File: src/verilog/port_power_params.svh
`ifndef PORT_POWER_PARAMS_SVH
`define PORT_POWER_PARAMS_SVH

// Number of downstream ports handled here (ports 4 to 7)
`define PP_NUM_PORTS 4
// Number of the first port handled here, which sits at index 0 of the per-port vectors
`define PP_FIRST_PORT 4
// Sense input must hold a new level 4 cycles (this value plus 1) before it is believed
`define PP_SENSE_STABLE_CYCLES 4'h3
// Loss count limit; upstream bus power must stay lost 4 cycles (this value plus 2) before its return requests a reconnect
`define PP_VBUS_LOSS_CYCLES 4'h2
// Reset value of each port's enable vector
`define PP_ENABLE_RST 4'h0

`endif

File: src/verilog/port_power_pkg.sv
package port_power_pkg;
   typedef logic [3:0] port_vec_t;
   typedef logic [3:0] count_t;

   typedef enum logic [1:0] {
      VB_ABSENT,
      VB_PRESENT,
      VB_LOSS
   } vbus_state_e;
endpackage

File: src/verilog/port_power_overcurrent_ctl.sv
`timescale 1ns/10ps
`include "port_power_params.svh"

module port_power_overcurrent_ctl (
   // Clock and reset
   input wire logic mclk_i,
   input wire logic rstn_i,
   // Port enable sources, bit 0 is port 4
   input wire port_power_pkg::port_vec_t cfg_port_enable_i,
   input wire port_power_pkg::port_vec_t host_port_enable_i,
   // Power control pins, open drain, bit 0 is port 4
   input wire logic port7_power_ctl_i,
   input wire logic port6_power_ctl_i,
   input wire logic port5_power_ctl_i,
   input wire logic port4_power_ctl_i,
   output logic port7_power_ctl_o,
   output logic port6_power_ctl_o,
   output logic port5_power_ctl_o,
   output logic port4_power_ctl_o,
   output logic port7_power_ctl_oe_o,
   output logic port6_power_ctl_oe_o,
   output logic port5_power_ctl_oe_o,
   output logic port4_power_ctl_oe_o,
   output port_power_pkg::port_vec_t pullup_en_o,
   // Status to hub logic
   output port_power_pkg::port_vec_t port_powered_o,
   output port_power_pkg::port_vec_t overcurrent_o,
   output port_power_pkg::port_vec_t overcurrent_evt_o,
   // Upstream bus power
   input wire logic upstream_bus_power_sense_i,
   output logic bus_power_present_o,
   output logic reconnect_req_o
);
   import port_power_pkg::*;

   typedef struct packed {
      port_vec_t enable;
      port_vec_t oc;
      port_vec_t oc_evt;
      // Per-port filter counters, indexed like the port vectors
      count_t [3:0] sense_cnt;
      // Upstream power tracker
      vbus_state_e vb_state;
      count_t vb_cnt;
      logic reconnect;
   } state_s;

   state_s state_r;
   state_s state_nxt;
   port_vec_t pin_in;
   port_vec_t drive_low;
   logic vbus_seen;

   // Pin levels gathered into one vector, bit 0 is port 4
   assign pin_in[0] = port4_power_ctl_i;
   assign pin_in[1] = port5_power_ctl_i;
   assign pin_in[2] = port6_power_ctl_i;
   assign pin_in[3] = port7_power_ctl_i;
   assign vbus_seen = upstream_bus_power_sense_i;

   // Counter steps while the condition holds and restarts when it drops
   function automatic count_t count_step(input count_t cnt, input logic cond);
      count_step = cond ? cnt + 4'h1 : 4'h0;
   endfunction

   // A port is live only while configuration and host both allow it
   function automatic logic port_allowed(input logic cfg_en, input logic host_en);
      port_allowed = cfg_en & host_en;
   endfunction

   // A released pin pulled low by the monitor flags an overcurrent
   function automatic logic pin_faulted(input logic level);
      pin_faulted = ~level;
   endfunction

   // The pin shows a state other than the one now reported
   function automatic logic sense_changed(input logic level, input logic oc_now);
      sense_changed = pin_faulted(level) != oc_now;
   endfunction

   // The new pin level has held long enough to be believed
   function automatic logic sense_settled(input count_t cnt);
      sense_settled = cnt >= `PP_SENSE_STABLE_CYCLES;
   endfunction

   // Upstream power has been missing long enough to count as gone
   function automatic logic vbus_gone(input count_t cnt);
      vbus_gone = cnt >= `PP_VBUS_LOSS_CYCLES;
   endfunction

   // Filter one port's pin and update its overcurrent report
   function automatic void port_update(
      input logic live,
      input logic level,
      input logic oc_now,
      input count_t cnt_now,
      output logic oc_next,
      output logic evt_next,
      output count_t cnt_next
   );
      oc_next = oc_now;
      evt_next = 1'b0;
      cnt_next = 4'h0;
      if (!live) begin
         // A driven pin says nothing about the monitor
         oc_next = 1'b0;
      end else if (sense_changed(level, oc_now)) begin
         if (sense_settled(cnt_now)) begin
            oc_next = pin_faulted(level);
            evt_next = pin_faulted(level);
         end else begin
            cnt_next = count_step(cnt_now, 1'b1);
         end
      end
   endfunction

   // Track upstream power; a return after a full loss asks for a reconnect
   function automatic void vbus_update(
      input vbus_state_e st_now,
      input count_t cnt_now,
      input logic seen,
      output vbus_state_e st_next,
      output count_t cnt_next,
      output logic reconnect_next
   );
      st_next = st_now;
      cnt_next = cnt_now;
      reconnect_next = 1'b0;
      case (st_now)
         VB_ABSENT: begin
            // Power arriving from absent starts a new connection
            if (seen) begin
               st_next = VB_PRESENT;
               reconnect_next = 1'b1;
            end
         end
         VB_PRESENT: begin
            cnt_next = 4'h0;
            if (!seen) begin
               st_next = VB_LOSS;
            end
         end
         VB_LOSS: begin
            // A short dip is ridden out without a reconnect
            cnt_next = count_step(cnt_now, !seen);
            if (seen) begin
               st_next = VB_PRESENT;
            end else if (vbus_gone(cnt_now)) begin
               st_next = VB_ABSENT;
            end
         end
         default: begin
            st_next = VB_ABSENT;
         end
      endcase
   endfunction

   always_comb begin
      state_nxt = state_r;
      state_nxt.oc_evt = 4'h0;
      // Each port is computed from its own bits only
      for (int p = 0; p < `PP_NUM_PORTS; p++) begin
         // Either source may disable the port
         state_nxt.enable[p] = port_allowed(cfg_port_enable_i[p], host_port_enable_i[p]);
         port_update(state_r.enable[p], pin_in[p], state_r.oc[p], state_r.sense_cnt[p],
                     state_nxt.oc[p], state_nxt.oc_evt[p], state_nxt.sense_cnt[p]);
      end
      // Upstream power tracking and reconnect on a return after a full loss
      vbus_update(state_r.vb_state, state_r.vb_cnt, vbus_seen,
                  state_nxt.vb_state, state_nxt.vb_cnt, state_nxt.reconnect);
   end

   always_ff @(posedge mclk_i) begin
      if (!rstn_i) begin
         // Pins start driven low, so every port is unpowered out of reset
         state_r <= '0;
         state_r.enable <= `PP_ENABLE_RST;
         state_r.oc <= '0;
         state_r.oc_evt <= '0;
         state_r.sense_cnt <= '0;
         state_r.vb_state <= VB_ABSENT;
         state_r.vb_cnt <= '0;
         state_r.reconnect <= 1'b0;
      end else begin
         state_r <= state_nxt;
      end
   end

   // Disabled port: drive low; enabled: release with pull-up
   assign drive_low = ~state_r.enable;
   // The pins are open drain, so the driven value is always low
   assign port4_power_ctl_o = 1'b0;
   assign port5_power_ctl_o = 1'b0;
   assign port6_power_ctl_o = 1'b0;
   assign port7_power_ctl_o = 1'b0;
   assign port4_power_ctl_oe_o = drive_low[0];
   assign port5_power_ctl_oe_o = drive_low[1];
   assign port6_power_ctl_oe_o = drive_low[2];
   assign port7_power_ctl_oe_o = drive_low[3];

   // The pull-up on a released pin is what turns the external switch on
   assign pullup_en_o[0] = state_r.enable[0];
   assign pullup_en_o[1] = state_r.enable[1];
   assign pullup_en_o[2] = state_r.enable[2];
   assign pullup_en_o[3] = state_r.enable[3];
   assign port_powered_o = state_r.enable & pin_in;

   // Status to the hub logic
   assign overcurrent_o = state_r.oc;
   assign overcurrent_evt_o = state_r.oc_evt;

   assign bus_power_present_o = state_r.vb_state != VB_ABSENT;
   assign reconnect_req_o = state_r.reconnect;
endmodule

File: config.mk
export PLATFORM = sky130hd
export DESIGN_NAME = port_power_overcurrent_ctl
export DESIGN_NICKNAME = d
export VERILOG_FILES = /design/src/verilog/port_power_pkg.sv /design/src/verilog/port_power_overcurrent_ctl.sv
export VERILOG_INCLUDE_DIRS = /design/src /design/src/verilog
export SDC_FILE = /design/constraint.sdc
export NUM_CORES = 1
export LEC_CHECK = 0
export ABC_AREA = 1
export BUFFER_PORTS_ARGS = -buffer_cell sky130_fd_sc_hd__buf_2
export CORE_UTILIZATION = 46
export DETAILED_ROUTE_END_ITERATION = 16
export GPL_ROUTABILITY_DRIVEN = 0
export MAX_ROUTING_LAYER = met4
export PLACE_DENSITY_LB_ADDON = 0.05
export SLEW_MARGIN = 10
export SYNTH_ARGS = -nofsm -noshare
export SYNTH_HDL_FRONTEND = slang
export SYNTH_SLANG_ARGS = --single-unit
File: constraint.sdc
create_clock -name mclk_i -period 1.2 [get_ports mclk_i]
set_input_delay 0.18 -clock mclk_i [delete_from_list [all_inputs] [get_ports mclk_i]]
set_output_delay 0.18 -clock mclk_i [all_outputs]
set_load 0.01 [all_outputs]
==> metrics.txt, run 1 <==
Final ANT Viol Nets 0; hold slack 0.0458 ns; I/O Buffers 36; status finished, violations left; htree depth 2; Gate Count Post-Synth approximately 180; Final Skew roughly 0.0032 ns; hold_buf cts 0; Initial Util 0.492; Core Util, Final 0.601; most numerous cell in the Yosys netlist dfxtp_1; die area approximately 3500 um2; first drt pass iteration count 4; share of async-settable or async-resettable flops after synthesis 0; DRT iter0 DRCs 29; Mean Syn Cell Area approximately 8.3 um2; FP Rows 20; clk slew on worst S/H paths about 0.1 ns; hold crit path type in2reg; fillers ~300; Final Max Slew Viols 0; failing checks setup timing; power density over the cells 1420 nW/um2; Mapped Area 1520 um2; Hold Vio Cnt, Final 0; initial antenna violation count 0; most common flop cell mapped by yosys dfxtp_1; CTS tree built; Required @ worst endpoint slightly above 1 ns; core area roughly 3100 um2; Finished Layout Cells 270; Detail Placement HPWL between 1.5 and 2 mm; WP data arrival ~1.1 ns; Total Routing Usage GR 0.162; vias per cell 4.24; Sink Count 35; Warnings, synthesis 0; dominant cell type by area after synthesis dfxtp_1; ant diodes 0; CP peak stage delay between 0.3 and 0.4 ns; die width a little under 60 um; post-synth top area share 0.462; RSZ-0062 raised after global routing true; Routed WL about 2.5 mm; Max Clock Freq 797 MHz; worst-path fanout max 3; Seq cells post-synth 35; cell family with most CP delay flip-flops; total of max-cap violations 0; via count between 1k and 1.5k; WL/cell around 9.1 um; fin area 1850 um2; Worst-Skew Late Latency around 0.33 ns; CTS buffer count 5; crit path max-delay cell type dfxtp_4; synth-to-layout area growth 22.1%; CP bufs+invs 3; Pleak around 0.90 nW; Clock Tree Buf Depth 2; root buffer cell clkbuf_4; first-pass GRT wire length slightly below 4 mm; nets ~250; Worst setup SP type flip-flop; placed cells 258; Post-synth EDFFs 0; I/O pins between 40 and 50; library cells used by synthesis 21; Die Y around 59 um; vias in the first global route around 1000; drt drc 0; ratio of cells with drive above 1 in the final layout 0.336; Final period util 1.05; synth cell count leaders 35 x dfxtp_1, 31 x inv_1, 31 x nand2_1, 19 x nor2_1, 16 x buf_4; final setup margin -0.0541 ns; Seq/Total Area, Yosys 0.462; Final Setup Violations 1; min Tclk post-route about 1.3 ns; cell area after placement between 1500 and 2000 um2; crit end category primary output; largest net degree at the start of global routing 15; top cells by area, synth dfxtp_1 46%, ha_1 9.1%, buf_4 7.9%, inv_1 7.7%, nand2_1 7.7%; maximum vdd drop 0.853 mV; GRT overflow 0; critical setup path kind reg2out; crit-path cells inv_4, ha_4, inv_2, buf_6
[final cells by class]
type	instances	area, um2	share of cell area
multi-input cells	110	673	0.364
clock buffers	6	41.3	0.0223
well taps	44	55.1	0.0297
inverters	31	121	0.0656
clock inverters	2	12.5	0.00676
flip-flops and latches	35	712	0.385
repair buffers	42	235	0.127
[path summary, 6_finish.rpt]
kind / to / cells after the start / start / slack, ns
max: bus_power_present_o / 4 / state_r[6] / -0.05
min: pullup_en_o[1] / 3 / host_port_enable_i[1] / 0.05
max reg2reg: state_r[2] / 7 / state_r[5] / 0.01
min reg2reg: state_r[19] / 1 / state_r[19] / 0.42
[per-layer routing]
layer,up-vias,track usage,wire (um)
li1,622,-,-
met3,7,0.0459,115
met5,-,-,0
met1,486,0.183,1130
met4,0,0.102,58
met2,29,0.250,1150
[timing repair]
| item | CTS | global route |
|---|---|---|
| buffers inserted | 2 | 2 |
| resized for setup | 6 | 23 |
| endpoints found under the setup margin | 7 | 14 |
| endpoints found under the hold margin | 0 | 0 |
| pin swaps | 0 | 5 |
[cells in the final DEF (no fill, tap or decap), types with 5 or more instances in the layout]
| cell type | Yosys | final |
|---|---|---|
| inv_1 | 31 | 26 |
| buf_2 | 0 | 35 |
| dfxtp_2 | 0 | 6 |
| conb_1 | 1 | 12 |
| nor2_1 | 19 | 18 |
| a21oi_1 | 8 | 7 |
| nand2_1 | 31 | 29 |
| buf_4 | 16 | 5 |
| clkbuf_4 | 0 | 5 |
| dfxtp_1 | 35 | 28 |
| ha_1 | 11 | 9 |
[state kept, by name, summed over array words and instances (netlist names)]
register           flops
state_r               22
overcurrent_evt_o      4
overcurrent_o          4
reconnect_req_o        1
pullup_en_o            4
[through the flow]
step	setup slack (ns)	total power, mW	setup TNS [ns]
after floorplan	0.0123	1.68	0
after global routing	-0.0958	2.82	-0.247
after CTS	-0.0449	2.54	-0.132
after global placement	-0.0104	1.82	-0.0184
after detailed placement	-0.0486	1.83	-0.185
final	-0.0541	2.63	-0.0541
[cell families after synthesis]
logic type	share of synthesized area
buf+inv	0.164
simple gates	0.216
compound gates	0.0421
flops	0.462
fa+ha+maj	0.0908
xor+xnor	0.0231
other cells	0.00247
[worst register-to-register path, delay by kind of cell (launching register included)]
kind	cells	cell delay, ns
and+or+nand+nor	3	0.42
DFF	1	0.35
adders and majority gates	1	0.14
buffers and inverters	2	0.12
AOI/OAI and AO/OA	1	0.11
[report_power, final]
| group | internal [mW] | switching [mW] |
|---|---|---|
| clock network | 0.226 | 0.382 |
| registers | 1.23 | 0.0592 |
| logic | 0.351 | 0.382 |
(Power assumes the default switching activity.)
==> run 2, diff against run 1 <==
--- a/config.mk
+++ b/config.mk
@@ -15,2 +15,3 @@
 export PLACE_DENSITY_LB_ADDON = 0.05
+export REMOVE_ABC_BUFFERS = 1
 export SLEW_MARGIN = 10
==> constraint.sdc (replaced) <==
create_clock -name mclk_i -period 1.2 [get_ports mclk_i]
set_input_delay 0.06 -clock mclk_i [delete_from_list [all_inputs] [get_ports mclk_i]]
set_output_delay 0.06 -clock mclk_i [all_outputs]
set_load 0.01 [all_outputs]
==> run 2 against run 1 <==
Clock skew is 0.0037 ns higher. Sequential share of layout area decreased by 3.1 points. Maximum frequency grew 5.9%. Critical path depth increased by 3. The run now ends clean. Critical endpoint is now state_r[2].
==> metrics.txt, run 2 (synthesis results as in run 1) <==
status complete, no violations; Routed WL 2.85 mm; Hold Path End state_r[5]; nets roughly 260; root buffer cell clkbuf_4; Max Clock Freq around 840 MHz; reg2reg path depth 7; hold slack between 0.07 and 0.08 ns; FP Rows 20; vias in the first global route ~1.1k; ratio of cells with drive above 1 in the final layout 0.305; reg-to-reg setup timing slack 0.02 ns; reg-to-reg startpoint state_r[5]; maximum vdd drop 0.777 mV; Worst setup SP type flip-flop; largest net degree at the start of global routing 15; clk slew on worst S/H paths 0.11 ns; logic gate share of total power 0.285; internal cell power 1.97 mW; first drt pass iteration count 4; clock network fraction of total power 0.260; Final Setup Violations 0; die width a little under 60 um; Reg with most FFs state_r; DRT iter0 DRCs 36; commonest non-fill, non-tap cells in the layout 35 x buf_2, 32 x dfxtp_1, 29 x nand2_1, 26 x inv_1, 18 x nor2_1; Clock Tree Buf Depth 2; via count approximately 1.2k; Detail Placement HPWL 1.86 mm; crit end category flip-flop; Final Skew approximately 0.0069 ns; Net Switching slightly below 0.9 mW; CP peak stage delay about 0.35 ns; Final period util 0.987; power density over the cells 1420 nW/um2; htree depth 2; CTS tree built; I/O Buffers 36; synth-to-layout area growth 32.0%; drt drc 0; Core Util, Final 0.650; hold_sp rstn_i; number of flip-flops in the largest register 22; I/O pins 41; area of the multi-input gates about 680 um2; crit path max-delay cell type dfxtp_2; WL/cell slightly above 10 um; total of max-cap violations 0; register area between 700 and 800 um2; Worst-Skew Late Latency 0.34 ns; Final ANT Viol Nets 0; ant diodes 0; Critical R2R Capture state_r[2]; die area 3530 um2; sw frac 0.308; crit-path cells inv_4, ha_4, inv_2, nor2_4, nand2_2, or2_1, a21oi_2; fillers ~270; most common cell after layout, fill and taps aside buf_2; initial antenna violation count 0; worst-path fanout max 3; hold path cells 3; RSZ-0062 raised after global routing true; Total Routing Usage GR 0.182; GRT overflow 0; Pleak 0.951 nW; Die Y 59.4 um; Hold Vio Cnt, Final 0; Required @ worst endpoint ~1.5 ns; critical setup path kind reg2reg; WP data arrival 1.46 ns; final setup margin ~0.016 ns; hold crit path type in2reg; CTS buffer count 5; vias per cell 4.39; Setup Slack @ Placement -0.111 ns; share of power burned in registers 0.455; min Tclk post-route between 1 and 1.5 ns; Final Max Slew Viols 0; core area 3080 um2; Initial Util 0.492; Sink Count 35; first-pass GRT wire length around 4.5 mm
==> run 2: cell types whose count changed in the layout (fill, tap and decap cells not counted), sizes merged <==
cell	change
dlygate4sd3	+13
clkinv	-1
clkbuf	+1
==> run 2: worst max-delay path by stage <==
stage,start,end,depth (start not counted)
after floorplan,state_r[5],state_r[3],5
after global placement,state_r[6],state_r[4],5
after detailed placement,state_r[5],state_r[4],5
after CTS,state_r[6],state_r[4],5
after global routing,state_r[5],state_r[2],7
final,state_r[5],state_r[2],7
==> run 2: through the flow <==
step           cells  setup TNS, ns  power (mW)  area (um2)
2_1_floorplan    176        -0.0369        1.61        1430
3_3_place_gp     259        -0.0230        1.79        1680
3_5_place_dp     259         -0.271        1.82        1680
4_1_cts          283              0        2.79        1960
5_1_grt          283         -0.143        3.00        2000
6_report         283              0        2.85        2000
==> run 2: layout make-up <==
cell class	count	area share
Clock buffer	7	0.0325
Clock inverter	1	0.00375
Inverter	31	0.0620
Multi-Input combinational cell	110	0.340
Sequential cell	35	0.354
Tap cell	44	0.0275
Timing Repair Buffer	55	0.181
==> run 2: per-layer routing <==
metal / wire, um / part of all wire / GRT usage / up-vias
met4: 63 / 0.022 / 0.112 / 0
met1: 1240 / 0.43 / 0.202 / 562
met3: 120 / 0.042 / 0.0393 / 8
met2: 1430 / 0.50 / 0.295 / 28
met5: 0 / 0 / - / -
li1: - / - / - / 643
==> run 2: worst max-delay path: cells and delay by family, from the launching register on <==
family | cells | cell delay (ns)
simple gates | 3 | 0.42
flops | 1 | 0.35
fa+ha+maj | 1 | 0.14
buf+inv | 2 | 0.11
compound gates | 1 | 0.11
==> run 2: repair_timing <==
action / CTS / global route
setup buffers: 3 / 0
resized for setup: 18 / 10
pin swaps: 4 / 2
cloned: 0 / 0
hold endpoints to repair: 9 / 0
endpoints found under the setup margin: 7 / 11
hold buffers: 13 / 0
==> run 2: power by group through the flow <==
stage	clock, mW	sequential, mW	combinational (mW)
after CTS	0.773	1.29	0.726
after detailed placement	0	1.29	0.533
after global routing	0.813	1.30	0.884
final	0.739	1.30	0.811
after floorplan	0	1.30	0.317
after global placement	0	1.28	0.505
==> run 3, diff against run 2 <==
- ABC_CLOCK_PERIOD_IN_PS: unset -> 1300
- BUFFER_PORTS_ARGS: -buffer_cell sky130_fd_sc_hd__buf_2 -> unset
- CORE_UTILIZATION: 46 -> 60
- DONT_BUFFER_PORTS: unset -> 1
- clock period: 1.2 -> 1.3 ns (I/O delays scaled with it)
==> run 3 against run 2 <==
Sequential cell count unchanged. Register-to-register slack improved by 0.03 ns. Cell count decreased by 19%. Maximum frequency decreased by 5.4%. Critical path depth unchanged. Critical endpoint unchanged. Largest cell class unchanged. Largest power group unchanged.
==> metrics.txt, run 3 (synthesis results as in run 1) <==
status complete, no violations; crit path max-delay cell type dfxtp_2; CTS tree built; Hold Path End state_r[5]; hold_sp upstream_bus_power_sense_i; hold path cells 3; final setup margin between 0.04 and 0.05 ns; logic gate share of total power 0.239; crit-path cells inv_4, ha_4, inv_2, nor2_4, nand2_1, or2_1, a21oi_2; Final Setup Violations 0; reg-to-reg setup timing slack slightly below 0.05 ns; reg2reg path depth 7; I/O pins 41; via count between 1k and 1.5k; WP data arrival ~1.5 ns; WL/cell between 10 and 15 um; Net Switching slightly above 0.7 mW; vias in the first global route 996; root buffer cell clkbuf_4; DRT iter0 DRCs 19; Critical R2R Capture state_r[2]; Routed WL around 2.5 mm; reg-to-reg startpoint state_r[5]; Final Skew slightly above 0.008 ns; vias per cell between 4 and 5; largest net degree at the start of global routing 14; Worst setup SP type flip-flop; drt drc 0; post-route setup TNS 0 ns; Detail Placement HPWL approximately 1.6 mm; commonest non-fill, non-tap cells in the layout 32 x dfxtp_1, 31 x nand2_1, 27 x inv_1, 19 x nor2_1, 15 x dlygate4sd3_1; number of flip-flops in the largest register 22; Die Y 52.3 um; min Tclk post-route roughly 1.3 ns; hold crit path type in2reg; GRT overflow 0; core area roughly 2300 um2; Initial Util 0.660; fillers about 170; share of power burned in registers 0.511; FP Rows 17; Pleak 0.771 nW; power density over the cells about 1400 nW/um2; htree depth 2; Max Clock Freq 799 MHz; sw frac 0.302; Final period util 0.963; I/O Buffers 0; CP peak stage delay ~0.36 ns; Total Routing Usage GR 0.211; first-pass GRT wire length between 3 and 4 mm; Hold Vio Cnt, Final 0; Sink Count 35; total of max-cap violations 0; Final Max Slew Viols 0; Worst-Skew Late Latency 0.33 ns; maximum vdd drop approximately 1.3 mV; ratio of cells with drive above 1 in the final layout 0.139; Reg with most FFs state_r; first drt pass iteration count 4; CTS buffer count 5; worst-path fanout max 3; clk slew on worst S/H paths 0.10 ns; nets 227; die area approximately 2700 um2; ant diodes 0; Required @ worst endpoint ~1.6 ns; synth-to-layout area growth 14.6%; internal cell power 1.64 mW; initial antenna violation count 0; most common cell after layout, fill and taps aside dfxtp_1; Setup Slack @ Placement -0.0582 ns; Final ANT Viol Nets 0; critical setup path kind reg2reg; clock network fraction of total power 0.250; Clock Tree Buf Depth 2; crit end category flip-flop; die width about 52 um
## run 3: cell count changes in the layout (fill, tap and decap cells not counted), moves of 2 or more
cell / change
buf_2: -35
buf_4: -3
dlygate4sd3_1: +2
inv_4: -2
nand2_1: +2
nand2_2: -2
nor3_2: +3
nor3_4: -3
## run 3: per-layer routing
layer,routed length (um),vias to the layer above,track usage
met5,0,-,-
met2,1240,28,0.344
met1,1060,469,0.226
met4,44,0,0.0789
li1,-,570,-
met3,127,7,0.0957
## run 3: cell type report
cell class / instances / area [um2] / share of cell area
Sequential cell: 35 / 707 / 0.407
Tap cell: 28 / 35.0 / 0.0202
Clock inverter: 1 / 5.00 / 0.00288
Inverter: 31 / 119 / 0.0684
Timing Repair Buffer: 18 / 173 / 0.0994
Clock buffer: 6 / 51.3 / 0.0295
Multi-Input combinational cell: 110 / 647 / 0.372
## run 3: power groups by stage
stage	Clock (mW)	Sequential, mW	Combinational [mW]
floorplan	0	1.20	0.292
global placement	0	1.20	0.387
detailed placement	0	1.20	0.394
CTS	0.603	1.18	0.447
global route	0.650	1.21	0.653
finish	0.588	1.20	0.562
## run 3: worst max path at each step
| stage | start | endpoint | slack (ns) | depth (start not counted) |
|---|---|---|---|---|
| floorplan | state_r[5] | state_r[3] | 0.07 | 5 |
| global placement | state_r[6] | state_r[4] | 0.04 | 5 |
| detailed placement | state_r[6] | state_r[4] | -0.06 | 5 |
| CTS | state_r[5] | state_r[4] | 0.0001 | 5 |
| global route | state_r[6] | state_r[3] | -0.005 | 5 |
| finish | state_r[5] | state_r[2] | 0.05 | 7 |
## run 3: through the flow
stage | power [mW] | cells | util | area, um2 | hold slack (ns)
2_1_floorplan | 1.49 | 176 | - | 1430 | 0.143
3_3_place_gp | 1.59 | 206 | 0.642 | 1480 | 0.146
3_5_place_dp | 1.60 | 206 | 0.642 | 1480 | 0.146
4_1_cts | 2.23 | 228 | 0.733 | 1680 | 0.0527
5_1_grt | 2.51 | 229 | 0.756 | 1740 | 0.0234
6_report | 2.35 | 229 | 0.756 | 1740 | 0.00549
## run 3: repair_timing
action                     in CTS  in global routing
hold buffers                   15                  0
gates cloned                    0                  0
hold endpoints to repair       27                  0
setup buffers                   0                  1
setup endpoints to repair       2                  6
pin swaps                       0                  6
resized for setup               2                 13
## run 3: worst max-delay path: cells and delay by family, from the launching register on
family / cells / cell delay, ns
buffers and inverters: 2 / 0.12
adders and majority gates: 1 / 0.14
AOI/OAI and AO/OA: 1 / 0.13
DFF: 1 / 0.36
and+or+nand+nor: 3 / 0.45
